===== src/lpw_pkg.sv =====
// shared constants and types for the low-power timer compare and wakeup ends
package lpw_pkg;

  localparam int unsigned ADDR_W = 32;
  localparam int unsigned DATA_W = 16;

  // register byte addresses
  localparam logic [31:0] CMP_ZERO_ADDR   = 32'h0008_00b8;
  localparam logic [31:0] WAKE_CTRL_ADDR  = 32'h0008_00bc;

  // field positions
  localparam int unsigned WAKE_EN_BIT     = 15;

  // values after reset, plus the reserved-bit zero and the count step
  localparam logic [15:0] CMP_ZERO_RST    = 16'h0000;
  localparam logic        WAKE_EN_RST     = 1'b0;
  localparam logic [15:0] COUNT_RST       = 16'h0000;
  localparam logic [15:0] PERIOD_RST      = 16'hffff;
  localparam logic [15:0] DATA_ZERO       = 16'h0000;
  localparam logic [14:0] WAKE_RSVD_ZERO  = 15'h0000;
  localparam logic [15:0] COUNT_STEP      = 16'h0001;

  // host command sequencer
  typedef enum logic [2:0] {
    HS_IDLE   = 3'b000,
    HS_PROT   = 3'b001,
    HS_WRITE  = 3'b010,
    HS_READ   = 3'b011,
    HS_WAIT   = 3'b100
  } lpw_host_state_t;

endpackage : lpw_pkg


===== src/lpw_if.sv =====
// link between the timer compare end and the software/standby end
`timescale 1ns/1ps
interface lpw_if;
  import lpw_pkg::*;

  logic [31:0] reg_addr;
  logic        reg_wr;
  logic        reg_rd;
  logic [15:0] reg_wdata;
  logic [15:0] reg_rdata;
  logic        reg_rvalid;
  logic        prot_en;
  logic        count_run;
  logic [15:0] period_setting;
  logic        in_standby;
  logic        wake_event;
  logic [15:0] count_value;

  modport dev (
    input  reg_addr,
    input  reg_wr,
    input  reg_rd,
    input  reg_wdata,
    output reg_rdata,
    output reg_rvalid,
    input  prot_en,
    input  count_run,
    input  period_setting,
    input  in_standby,
    output wake_event,
    output count_value
  );

  modport host (
    output reg_addr,
    output reg_wr,
    output reg_rd,
    output reg_wdata,
    input  reg_rdata,
    input  reg_rvalid,
    output prot_en,
    output count_run,
    output period_setting,
    output in_standby,
    input  wake_event,
    input  count_value
  );

endinterface : lpw_if


===== src/lpw_host_end.sv =====
// software and standby end: register writes under protect, run, period, standby
`timescale 1ns/1ps
module lpw_host_end
  import lpw_pkg::*;
(
  lpw_if.host         LINK,
  input  wire logic   I_CLK,
  input  wire logic   I_RST,
  input  wire logic        I_CMD_VALID,
  input  wire logic        I_CMD_WRITE,
  input  wire logic [31:0] I_CMD_ADDR,
  input  wire logic [15:0] I_CMD_WDATA,
  input  wire logic        I_RUN,
  input  wire logic [15:0] I_PERIOD,
  input  wire logic        I_STANDBY_REQ,
  output logic        O_CMD_READY,
  output logic        O_CMD_DONE,
  output logic        O_CMD_ERR,
  output logic [15:0] O_CMD_RDATA,
  output logic        O_STANDBY,
  output logic        O_WAKE
);

  lpw_host_state_t state_q;
  lpw_host_state_t state_d;
  logic [31:0] addr_q;
  logic [15:0] wdata_q;
  logic        wr_q;
  logic        rd_q;
  logic        prot_q;
  logic        run_q;
  logic [15:0] period_q;
  logic        standby_q;
  logic        wake_q;
  logic        ready_q;
  logic        done_q;
  logic        err_q;
  logic [15:0] rdata_q;

  wire         is_cmp;
  wire         is_wake;
  wire         cmp_too_big;
  wire         wr_illegal;
  wire [15:0]  wdata_clean;
  wire         take;

  assign take        = (state_q == HS_IDLE) & I_CMD_VALID;
  assign is_cmp      = (I_CMD_ADDR == CMP_ZERO_ADDR);
  assign is_wake     = (I_CMD_ADDR == WAKE_CTRL_ADDR);
  assign cmp_too_big = is_cmp & (I_CMD_WDATA >= period_q);
  // registers are left alone while the counter is running
  assign wr_illegal  = run_q | cmp_too_big;
  assign wdata_clean = is_wake ? {I_CMD_WDATA[WAKE_EN_BIT], WAKE_RSVD_ZERO}
                               : I_CMD_WDATA;

  always_comb begin
    state_d = state_q;
    case (state_q)
      HS_IDLE: begin
        if (take && I_CMD_WRITE && !wr_illegal) begin
          state_d = HS_PROT;
        end else if (take && !I_CMD_WRITE) begin
          state_d = HS_READ;
        end
      end
      HS_PROT:  state_d = HS_WRITE;
      HS_WRITE: state_d = HS_IDLE;
      HS_READ:  state_d = HS_WAIT;
      HS_WAIT: begin
        if (LINK.reg_rvalid) begin
          state_d = HS_IDLE;
        end
      end
      default:  state_d = HS_IDLE;
    endcase
  end

  always_ff @(posedge I_CLK or posedge I_RST) begin
    if (I_RST) begin
      state_q <= HS_IDLE;
      addr_q  <= 32'h0000_0000;
      wdata_q <= DATA_ZERO;
      ready_q <= 1'b1;
    end else begin
      state_q <= state_d;
      ready_q <= (state_d == HS_IDLE);
      if (take) begin
        addr_q  <= I_CMD_ADDR;
        wdata_q <= wdata_clean;
      end
    end
  end

  // protect bit rises one clock before the write and falls after it
  always_ff @(posedge I_CLK or posedge I_RST) begin
    if (I_RST) begin
      prot_q <= 1'b0;
      wr_q   <= 1'b0;
      rd_q   <= 1'b0;
    end else begin
      prot_q <= (state_d == HS_PROT) | (state_d == HS_WRITE);
      wr_q   <= (state_d == HS_WRITE);
      rd_q   <= (state_d == HS_READ);
    end
  end

  always_ff @(posedge I_CLK or posedge I_RST) begin
    if (I_RST) begin
      done_q  <= 1'b0;
      err_q   <= 1'b0;
      rdata_q <= DATA_ZERO;
    end else begin
      done_q <= (take && I_CMD_WRITE && wr_illegal) || (state_q == HS_WRITE)
                || ((state_q == HS_WAIT) && LINK.reg_rvalid);
      err_q  <= take & I_CMD_WRITE & wr_illegal;
      if ((state_q == HS_WAIT) && LINK.reg_rvalid) begin
        rdata_q <= LINK.reg_rdata;
      end
    end
  end

  // run, period and standby state; a wake event ends standby
  always_ff @(posedge I_CLK or posedge I_RST) begin
    if (I_RST) begin
      run_q     <= 1'b0;
      period_q  <= PERIOD_RST;
      standby_q <= 1'b0;
      wake_q    <= 1'b0;
    end else begin
      wake_q <= standby_q & LINK.wake_event;
      // run and period move only between commands, so a write in flight sees them fixed
      if (state_d == HS_IDLE) begin
        run_q <= I_RUN;
        if (!run_q) begin
          period_q <= I_PERIOD;
        end
      end
      if (standby_q && LINK.wake_event) begin
        standby_q <= 1'b0;
      end else if (I_STANDBY_REQ) begin
        standby_q <= 1'b1;
      end
    end
  end

  assign LINK.reg_addr       = addr_q;
  assign LINK.reg_wdata      = wdata_q;
  assign LINK.reg_wr         = wr_q;
  assign LINK.reg_rd         = rd_q;
  assign LINK.prot_en        = prot_q;
  assign LINK.count_run      = run_q;
  assign LINK.period_setting = period_q;
  assign LINK.in_standby     = standby_q;

  assign O_CMD_READY = ready_q;
  assign O_CMD_DONE  = done_q;
  assign O_CMD_ERR   = err_q;
  assign O_CMD_RDATA = rdata_q;
  assign O_STANDBY   = standby_q;
  assign O_WAKE      = wake_q;

endmodule : lpw_host_end


===== src/flat_wrapper.sv =====
// flat-port wrapper written by rule: the top's interface ports become plain ports
module lpw_host_end_flat import lpw_pkg::*;
  (I_CLK, I_RST, I_CMD_VALID, I_CMD_WRITE, I_CMD_ADDR, I_CMD_WDATA, I_RUN, I_PERIOD, I_STANDBY_REQ, O_CMD_READY, O_CMD_DONE, O_CMD_ERR, O_CMD_RDATA, O_STANDBY, O_WAKE, LINK_reg_addr, LINK_reg_wr, LINK_reg_rd, LINK_reg_wdata, LINK_reg_rdata, LINK_reg_rvalid, LINK_prot_en, LINK_count_run, LINK_period_setting, LINK_in_standby, LINK_wake_event, LINK_count_value);
  lpw_if LINK_i ();
  input  wire logic I_CLK;
  input  wire logic I_RST;
  input  wire logic I_CMD_VALID;
  input  wire logic I_CMD_WRITE;
  input  wire logic [31:0] I_CMD_ADDR;
  input  wire logic [15:0] I_CMD_WDATA;
  input  wire logic I_RUN;
  input  wire logic [15:0] I_PERIOD;
  input  wire logic I_STANDBY_REQ;
  output logic O_CMD_READY;
  output logic O_CMD_DONE;
  output logic O_CMD_ERR;
  output logic [15:0] O_CMD_RDATA;
  output logic O_STANDBY;
  output logic O_WAKE;
  output wire logic [$bits(LINK_i.reg_addr)-1:0] LINK_reg_addr;
  output wire logic [$bits(LINK_i.reg_wr)-1:0] LINK_reg_wr;
  output wire logic [$bits(LINK_i.reg_rd)-1:0] LINK_reg_rd;
  output wire logic [$bits(LINK_i.reg_wdata)-1:0] LINK_reg_wdata;
  input wire logic [$bits(LINK_i.reg_rdata)-1:0] LINK_reg_rdata;
  input wire logic [$bits(LINK_i.reg_rvalid)-1:0] LINK_reg_rvalid;
  output wire logic [$bits(LINK_i.prot_en)-1:0] LINK_prot_en;
  output wire logic [$bits(LINK_i.count_run)-1:0] LINK_count_run;
  output wire logic [$bits(LINK_i.period_setting)-1:0] LINK_period_setting;
  output wire logic [$bits(LINK_i.in_standby)-1:0] LINK_in_standby;
  input wire logic [$bits(LINK_i.wake_event)-1:0] LINK_wake_event;
  input wire logic [$bits(LINK_i.count_value)-1:0] LINK_count_value;
  assign LINK_reg_addr = LINK_i.reg_addr;
  assign LINK_reg_wr = LINK_i.reg_wr;
  assign LINK_reg_rd = LINK_i.reg_rd;
  assign LINK_reg_wdata = LINK_i.reg_wdata;
  assign LINK_i.reg_rdata = LINK_reg_rdata;
  assign LINK_i.reg_rvalid = LINK_reg_rvalid;
  assign LINK_prot_en = LINK_i.prot_en;
  assign LINK_count_run = LINK_i.count_run;
  assign LINK_period_setting = LINK_i.period_setting;
  assign LINK_in_standby = LINK_i.in_standby;
  assign LINK_i.wake_event = LINK_wake_event;
  assign LINK_i.count_value = LINK_count_value;
  lpw_host_end u_core (.LINK(LINK_i), .I_CLK(I_CLK), .I_RST(I_RST), .I_CMD_VALID(I_CMD_VALID), .I_CMD_WRITE(I_CMD_WRITE), .I_CMD_ADDR(I_CMD_ADDR), .I_CMD_WDATA(I_CMD_WDATA), .I_RUN(I_RUN), .I_PERIOD(I_PERIOD), .I_STANDBY_REQ(I_STANDBY_REQ), .O_CMD_READY(O_CMD_READY), .O_CMD_DONE(O_CMD_DONE), .O_CMD_ERR(O_CMD_ERR), .O_CMD_RDATA(O_CMD_RDATA), .O_STANDBY(O_STANDBY), .O_WAKE(O_WAKE));
endmodule

===== config.mk =====
export PLATFORM = sky130hd
export DESIGN_NAME = lpw_host_end_flat
export DESIGN_NICKNAME = d
export VERILOG_FILES = /design/src/lpw_pkg.sv /design/src/lpw_if.sv /design/src/lpw_host_end.sv /design/src/flat_wrapper.sv
export SDC_FILE = /design/constraint.sdc
export NUM_CORES = 1
export LEC_CHECK = 0
export BUFFER_PORTS_ARGS = -buffer_cell sky130_fd_sc_hd__clkbuf_2
export CORE_MARGIN = 8
export CORE_UTILIZATION = 30
export CTS_BUF_LIST = sky130_fd_sc_hd__clkbuf_8
export DETAILED_ROUTE_END_ITERATION = 10
export GPL_TIMING_DRIVEN = 0
export REMOVE_ABC_BUFFERS = 1
export SLEW_MARGIN = 30
export SYNTH_ARGS = -nofsm -noshare
export SYNTH_HDL_FRONTEND = slang
export SYNTH_SLANG_ARGS = --single-unit

===== constraint.sdc =====
create_clock -name I_CLK -period 6.8 [get_ports I_CLK]
set_input_delay 1.02 -clock I_CLK [delete_from_list [all_inputs] [get_ports I_CLK]]
set_output_delay 1.02 -clock I_CLK [all_outputs]
set_load 0.1 [all_outputs]

==> results of run 1 <==
## layout make-up
class                           count  area [um^2]  share of cell area
Multi-Input combinational cell    227         1580               0.294
Sequential cell                    92         2320               0.433
Clock inverter                      6         50.0             0.00933
Tap cell                          176          220              0.0411
Clock buffer                       10          138              0.0257
Inverter                           22         87.6              0.0163
Timing Repair Buffer              185          966               0.180
## sequential cells by signal, summed over array words and instances (netlist names), 3 cells and up
name / flops
u_core.O_CMD_RDATA: 16
u_core.LINK.period_setting: 16
u_core.LINK.reg_wdata: 16
u_core.state_q: 3
u_core.LINK.reg_addr: 32
## placed cells by master, fill, tap and decap left out, types with 3 or more instances in the layout
master | Yosys | routed
mux2_4 | 10 | 10
dfstp_2 | 17 | 17
clkbuf_8 | 0 | 10
a21oi_1 | 9 | 9
clkbuf_2 | 0 | 177
ha_1 | 16 | 16
nand2_1 | 108 | 108
inv_1 | 22 | 25
mux2_2 | 23 | 23
a22o_1 | 15 | 15
dfrtp_1 | 75 | 75
nor3_1 | 5 | 4
buf_2 | 2 | 3
nor2_1 | 5 | 5
o21ai_0 | 6 | 6
## through the flow
step / setup WS (ns) / hold slack (ns) / util / instance area (um^2)
2_1_floorplan: 2.53 / 0.512 / - / 3960
3_5_place_dp: 3.31 / 0.461 / 0.392 / 5170
6_report: 3.74 / 0.476 / 0.406 / 5360
3_3_place_gp: 0.698 / 0.457 / 0.384 / 5070
4_1_cts: 3.72 / 0.482 / 0.406 / 5360
5_1_grt: 3.63 / 0.503 / 0.406 / 5360
## layer usage
layer,track usage,wire [um]
met4,0.0511,163
met3,0.0507,961
met5,0,0
met1,0.150,4620
met2,0.200,5130
## cells by family after synthesis
logic type	after synthesis	share of synthesized area
and+or+nand+nor	136	0.153
buffers and inverters	38	0.0388
adders and majority gates	16	0.0496
muxes	34	0.104
AOI/OAI and AO/OA	41	0.0788
DFF	92	0.576
## worst max path at each step
stage | endpoint | slack [ns] | depth (start not counted)
detailed placement | u_core.LINK.period_setting[5]$_DFFE_PP1P_ | 3.31 | 9
global placement | u_core.O_CMD_DONE$_DFF_PP0_ | 0.70 | 4
CTS | u_core.LINK.period_setting[5]$_DFFE_PP1P_ | 3.72 | 9
finish | u_core.LINK.period_setting[5]$_DFFE_PP1P_ | 3.74 | 9
global route | u_core.LINK.period_setting[6]$_DFFE_PP1P_ | 3.63 | 9
floorplan | u_core.O_CMD_DONE$_DFF_PP0_ | 2.53 | 3
## tightest hold or removal path, delay by kind of cell, from the launching register on
family        cells  cell delay, ns
flops             1            0.35
simple gates      2            0.10
==> reports/qor.csv, run 1 <==
stage,metric,value,unit
route,Routed Antenna Nets,0,
setup_path,CP cell instances,clkbuf_2 -> inv_1 -> ha_1 -> nand2b_1 -> a2111o_1 -> o2111ai_1 -> a311oi_4 -> o21ai_4 -> mux2_2,
logic_synthesis,synth cell count leaders,"nand2_1 (108), dfrtp_1 (75), mux2_2 (23)",
global_route,initial antenna violation count,0,
cts,setup bufs post-CTS,0,
cts,worst skew pair latency,0.36,ns
floorplan,Die ar.,0.0174,mm^2
placement,detailed-placement wirelength estimate,8550,um
floorplan,Die Span X,132,um
sta,Fin Clk Skew,0.00937,ns
final_layout,# diodes,0,
route,Remaining DRCs,0,
logic_synthesis,Mapped Avg Cell Area,11.3,um^2
final_layout,fillcell total,1316,
setup_path,CP Launch Type,input pin,
worst_hold_path,min-delay worst type,flop to flop,
cts,H-tree levels,3,
floorplan,Site Rows,42,
route,Via density,4.43,
placement,Port Buffer Count,177,
setup_path,Crit Reg-Reg Startpoint,u_core.LINK.period_setting[0]$_DFFE_PP1P_,
final_layout,final std cells w/o fill,718,
setup_path,Worst EP required,7.09,ns
final_layout,area delta synth->final,32.9,%
route,Vias,3181,
worst_hold_path,Hold Path End,u_core.LINK.reg_addr[15]$_DFFE_PP0P_,
sta,endpoints failing hold,0,
cts,TritonCTS clock tree,built,
floorplan,Initial Utilization,0.306,
cts,maximum clock path buffer count,2,
setup_path,R2R Setup Slk,3.99,ns
setup_path,CP peak stage delay,0.59,ns
logic_synthesis,Post-synth EDFFs,0,
logic_synthesis,post-synthesis cell count,357,
setup_path,reg2reg end,u_core.LINK.period_setting[5]$_DFFE_PP1P_,
logic_synthesis,"FF+latch count, synth",92,
global_route,Overflow after GRT,0,
setup_path,"delay-heaviest family, CP",compound AO/OA/AOI/OAI gates,
sta,final setup fails,0,
placement,RD Place Congestion,0.768,
worst_hold_path,Hold Startpoint,u_core.LINK.reg_addr[15]$_DFFE_PP0P_,
sta,crit share post-route,0.450,
route,DR pass1 iterations,4,
cts,clock root buffer master,clkbuf_8,
global_route,pin count of the biggest net entering global routing,54,
global_route,vias in the first global route,3486,
route,drt first-iter violations,184,
cts,Sink Count,92,
logic_synthesis,Ys Warns,0,
setup_path,CP Max Fanout,16,
outcome,status,"finished, final reports clean",
final_layout,ratio of cells with drive above 1 in the final layout,0.483,
sta,Setup TNS,0,ns
placement,placed cells,702,
sta,Max Freq,0.327,GHz
cts,clock slew at the register clock pins of the worst setup and hold paths,0.08,ns
setup_path,CP endpoint kind,flop,
logic_synthesis,synthesized area,0.00404,mm^2
sta,min cycle time layout,3.06,ns
cts,total CTS buffers,9,
logic_synthesis,dominant cells by area after synthesis,"dfrtp_1 (47%), dfstp_2 (11%), nand2_1 (10%)",
logic_synthesis,"area leader, netlist",dfrtp_1,
run,max-cap check violation count,0,
logic_synthesis,top-area cell type share of the netlist area,0.465,
logic_synthesis,dominant synthesized flop cell,dfrtp_1,
global_route,first-pass GRT wire length,18000,um
floorplan,Die H,132,um
floorplan,I/O Pins,194,
route,drt wl/cell,15.2,um
setup_path,FF-to-FF path depth,7,
setup_path,Worst Path Arrival,3.35,ns
worst_hold_path,hold path depth,2,
sta,Final Max Slew Viols,0,
sta,Slew @ Worst Pin,0.705,ns
setup_path,CP max stage cell,o21ai_4,
cts,PostCTS Resize Cnt,0,
logic_synthesis,post-synthesis cell type count,39,
final_layout,nets@finish,657,
global_route,gr usage total,0.127,
sta,Slew HR,0.528,
floorplan,core area,0.0132,mm^2
route,final wirelength,10900,um
cts,cts hold-fix bufs,0,
logic_synthesis,"count leader, synth",nand2_1,
setup_path,buffers and inverters on the worst path,2,
logic_synthesis,post-synthesis sequential area ratio,0.576,
logic_synthesis,async set-or-reset flop fraction in the synthesized netlist,1.00,
sta,RSZ-0062 raised after global routing,no,
setup_path,CP startpoint,I_CMD_WDATA[0],
setup_path,Critical Setup Path Class,input pin to flop,
Power of run 1 is left out: the tool's default activity adds up to more than one toggle a clock period on the data nets, which glitch-free logic cannot reach.
==> run 2: changes to the inputs <==
- ABC_AREA: unset -> 1
- clock period: 6.8 -> 3.18 ns (I/O delays scaled with it)
==> reports/qor.csv, run 2 <==
stage,metric,value,unit,change
outcome,status,"finished, final reports clean",,
floorplan,core area,0.0137,mm^2,+3.6%
logic_synthesis,synth cell count leaders,"nand2_1 (145), dfrtp_1 (75), inv_1 (58)",,
logic_synthesis,Synth Area in XOR/XNOR,0,,unchanged
global_route,gr usage total,0.131,,+0.00395
cts,setup bufs post-CTS,0,,unchanged
sta,endpoints failing hold,0,,unchanged
worst_hold_path,min-delay worst type,input pin to asynchronous set/reset pin,,
cts,TritonCTS clock tree,built,,
setup_path,Worst EP required,3.49,ns,-3.60 ns
cts,worst skew pair latency,0.37,ns,about the same
setup_path,CP peak stage delay,0.65,ns,+0.06 ns
logic_synthesis,dominant synthesized flop cell,dfrtp_1,,
logic_synthesis,complex-gate fraction of the synthesized area,0.0617,,-0.0171
final_layout,nets@finish,740,,+13%
floorplan,Site Rows,43,,+2.4%
sta,setup ws final,0.707,ns,-3.04 ns
logic_synthesis,simple-gate share of the synthesized area,0.208,,+0.0544
floorplan,Initial Utilization,0.301,,-0.00469
route,Via density,4.32,,-2.4%
logic_synthesis,synthesized area,0.00412,mm^2,+2.0%
setup_path,FF-to-FF path depth,7,,unchanged
logic_synthesis,top-area cell type share of the netlist area,0.456,,-0.00919
route,Vias,3481,,+9.4%
logic_synthesis,post-synthesis cell count,448,,+25%
floorplan,I/O Pins,194,,unchanged
global_route,Overflow after GRT,0,,unchanged
run,max-cap check violation count,0,,unchanged
global_route,initial antenna violation count,0,,unchanged
setup_path,CP max stage cell,inv_2,,
setup_path,CP most frequent cell,nand2_1,,
final_layout,fillcell total,1414,,+7.4%
floorplan,Die H,133,um,+0.88%
logic_synthesis,"FF+latch count, synth",92,,unchanged
floorplan,Die ar.,0.0177,mm^2,+1.8%
logic_synthesis,post-synthesis mux area share,0.0438,,-0.0601
logic_synthesis,largest family of logic cells by synthesized area,simple AND/OR/NAND/NOR gates,,
logic_synthesis,Ys Warns,0,,unchanged
sta,Fin Clk Skew,0.0131,ns,+0.00372 ns
sta,Final Max Slew Viols,0,,unchanged
sta,Slew @ Worst Pin,0.814,ns,+0.109 ns
final_layout,area delta synth->final,31.7,%,
final_layout,"most common cell after layout, fill and taps aside",clkbuf_2,,
final_layout,ratio of cells with drive above 1 in the final layout,0.379,,-0.104
global_route,first-pass GRT wire length,18600,um,+3.5%
placement,pre-CTS setup slack,0.698,ns,-2.61 ns
logic_synthesis,async set-or-reset flop fraction in the synthesized netlist,1.00,,unchanged
global_route,pin count of the biggest net entering global routing,77,,+43%
placement,detailed-placement wirelength estimate,9020,um,+5.5%
final_layout,# diodes,0,,unchanged
cts,clock root buffer master,clkbuf_8,,
logic_synthesis,"area leader, netlist",dfrtp_1,,
cts,cts hold-fix bufs,0,,unchanged
setup_path,Critical Setup Path Class,flop to flop,,
setup_path,CP endpoint kind,flop,,
logic_synthesis,Synth Area in Adders,0.0486,,-0.000980
logic_synthesis,post-synthesis cell type count,28,,-28%
logic_synthesis,dominant cells by area after synthesis,"dfrtp_1 (46%), nand2_1 (13%), dfstp_2 (11%)",,
cts,maximum clock path buffer count,2,,unchanged
logic_synthesis,Mapped Avg Cell Area,9.19,um^2,-19%
setup_path,Worst Path Arrival,2.79,ns,-0.56 ns
logic_synthesis,"count leader, synth",nand2_1,,
route,final wirelength,11400,um,+4.8%
placement,RD Place Congestion,0.783,,+2.0%
sta,Slew HR,0.456,,-0.0724
cts,total CTS buffers,9,,unchanged
setup_path,"delay-heaviest family, CP",simple AND/OR/NAND/NOR gates,,
route,drt first-iter violations,198,,+7.6%
setup_path,buffers and inverters on the worst path,1,,-1
cts,PostCTS Resize Cnt,0,,unchanged
setup_path,Crit Reg-Reg Startpoint,u_core.state_q[1]$_DFF_PP0_,,
sta,crit share post-route,0.778,,
cts,clock slew at the register clock pins of the worst setup and hold paths,0.09,ns,about the same
cts,H-tree levels,3,,unchanged
global_route,vias in the first global route,3640,,+4.4%
route,DR pass1 iterations,4,,unchanged
route,Routed Antenna Nets,0,,unchanged
sta,min cycle time layout,2.47,ns,
logic_synthesis,Post-synth EDFFs,0,,unchanged
cts,Sink Count,92,,unchanged
final_layout,max FFs per register,32,,unchanged
sta,final setup fails,0,,unchanged
floorplan,Die Span X,133,um,+0.88%
setup_path,Worst path depth,7,,-2
setup_path,CP cell instances,nor2_2 -> nand3_4 -> inv_2 -> nand2_2 -> nand4_4 -> nand2_1 -> nand2_1,,
route,Remaining DRCs,0,,unchanged
setup_path,CP startpoint,u_core.state_q[1]$_DFF_PP0_,,
placement,Port Buffer Count,177,,unchanged
logic_synthesis,post-synthesis sequential area ratio,0.564,,-0.0114
setup_path,CP Launch Type,flop,,
final_layout,post-layout util,0.397,,-0.00984
route,drt wl/cell,14.2,um,-6.6%
setup_path,CP Max Fanout,76,,+60
sta,Max Freq,0.404,GHz,
final_layout,highest-count cells in the layout ignoring fill and taps,"clkbuf_2 (177), nand2_1 (145), dfrtp_1 (75)",,
sta,RSZ-0062 raised after global routing,no,,
-- run 2: changes by cell type after synthesis, sizes merged, moves of 4 or more --
cell,previous run,this run
nand2,108,146
inv,22,59
o21ai,7,41
nand3,1,24
mux2,33,16
a22o,15,0
nor2,5,15
nand4,1,8
buf,4,9
clkbuf,12,8
-- run 2: layout make-up --
class | instances | area (um^2) | share of cell area
Sequential cell | 92 | 2320 | 0.429
Inverter | 59 | 226 | 0.0418
Clock inverter | 6 | 88.8 | 0.0164
Multi-Input combinational cell | 280 | 1510 | 0.278
Timing Repair Buffer | 178 | 913 | 0.169
Clock buffer | 10 | 138 | 0.0254
Tap cell | 180 | 225 | 0.0416
-- run 2: cells by family (layout without fill, tap and decap cells) --
group           Yosys count  in the layout
flops                    92             92
compound gates           50             50
fa+ha+maj                16             16
buf+inv                  76            253
mux                      16             16
simple gates            198            198
-- run 2: worst paths after layout --
| check | to | slack (ns) |
|---|---|---|
| worst min register to register | u_core.LINK.period_setting[11]$_DFFE_PP1P_ | 0.48 |
| worst min-delay path | u_core.O_CMD_RDATA[0]$_DFFE_PP0P_ | 0.06 |
| min in group I_CLK | u_core.LINK.period_setting[13]$_DFFE_PP1P_ | 0.29 |
| max in group asynchronous | u_core.LINK.period_setting[4]$_DFFE_PP1P_ | 2.47 |
| worst max-delay path | u_core.LINK.period_setting[4]$_DFFE_PP1P_ | 0.71 |
| worst max register to register | u_core.LINK.period_setting[4]$_DFFE_PP1P_ | 0.71 |
-- run 2: layer usage --
metal  track usage  share of wire
met1         0.153           0.42
met4        0.0680          0.027
met5             0              0
met3        0.0313          0.057
met2         0.218           0.49
-- run 2: per-stage QoR --
step / TNS [ns] / cell area [um^2] / std cells / hold WS, ns
floorplan: 0 / 4030 / 431 / 0.463
global placement: -49.08 / 5140 / 788 / 0.460
detailed placement: 0 / 5190 / 789 / 0.463
CTS: 0 / 5420 / 805 / 0.0393
global route: 0 / 5420 / 805 / 0.0528
finish: 0 / 5420 / 805 / 0.0572
Power of run 2 is left out for the same reason.
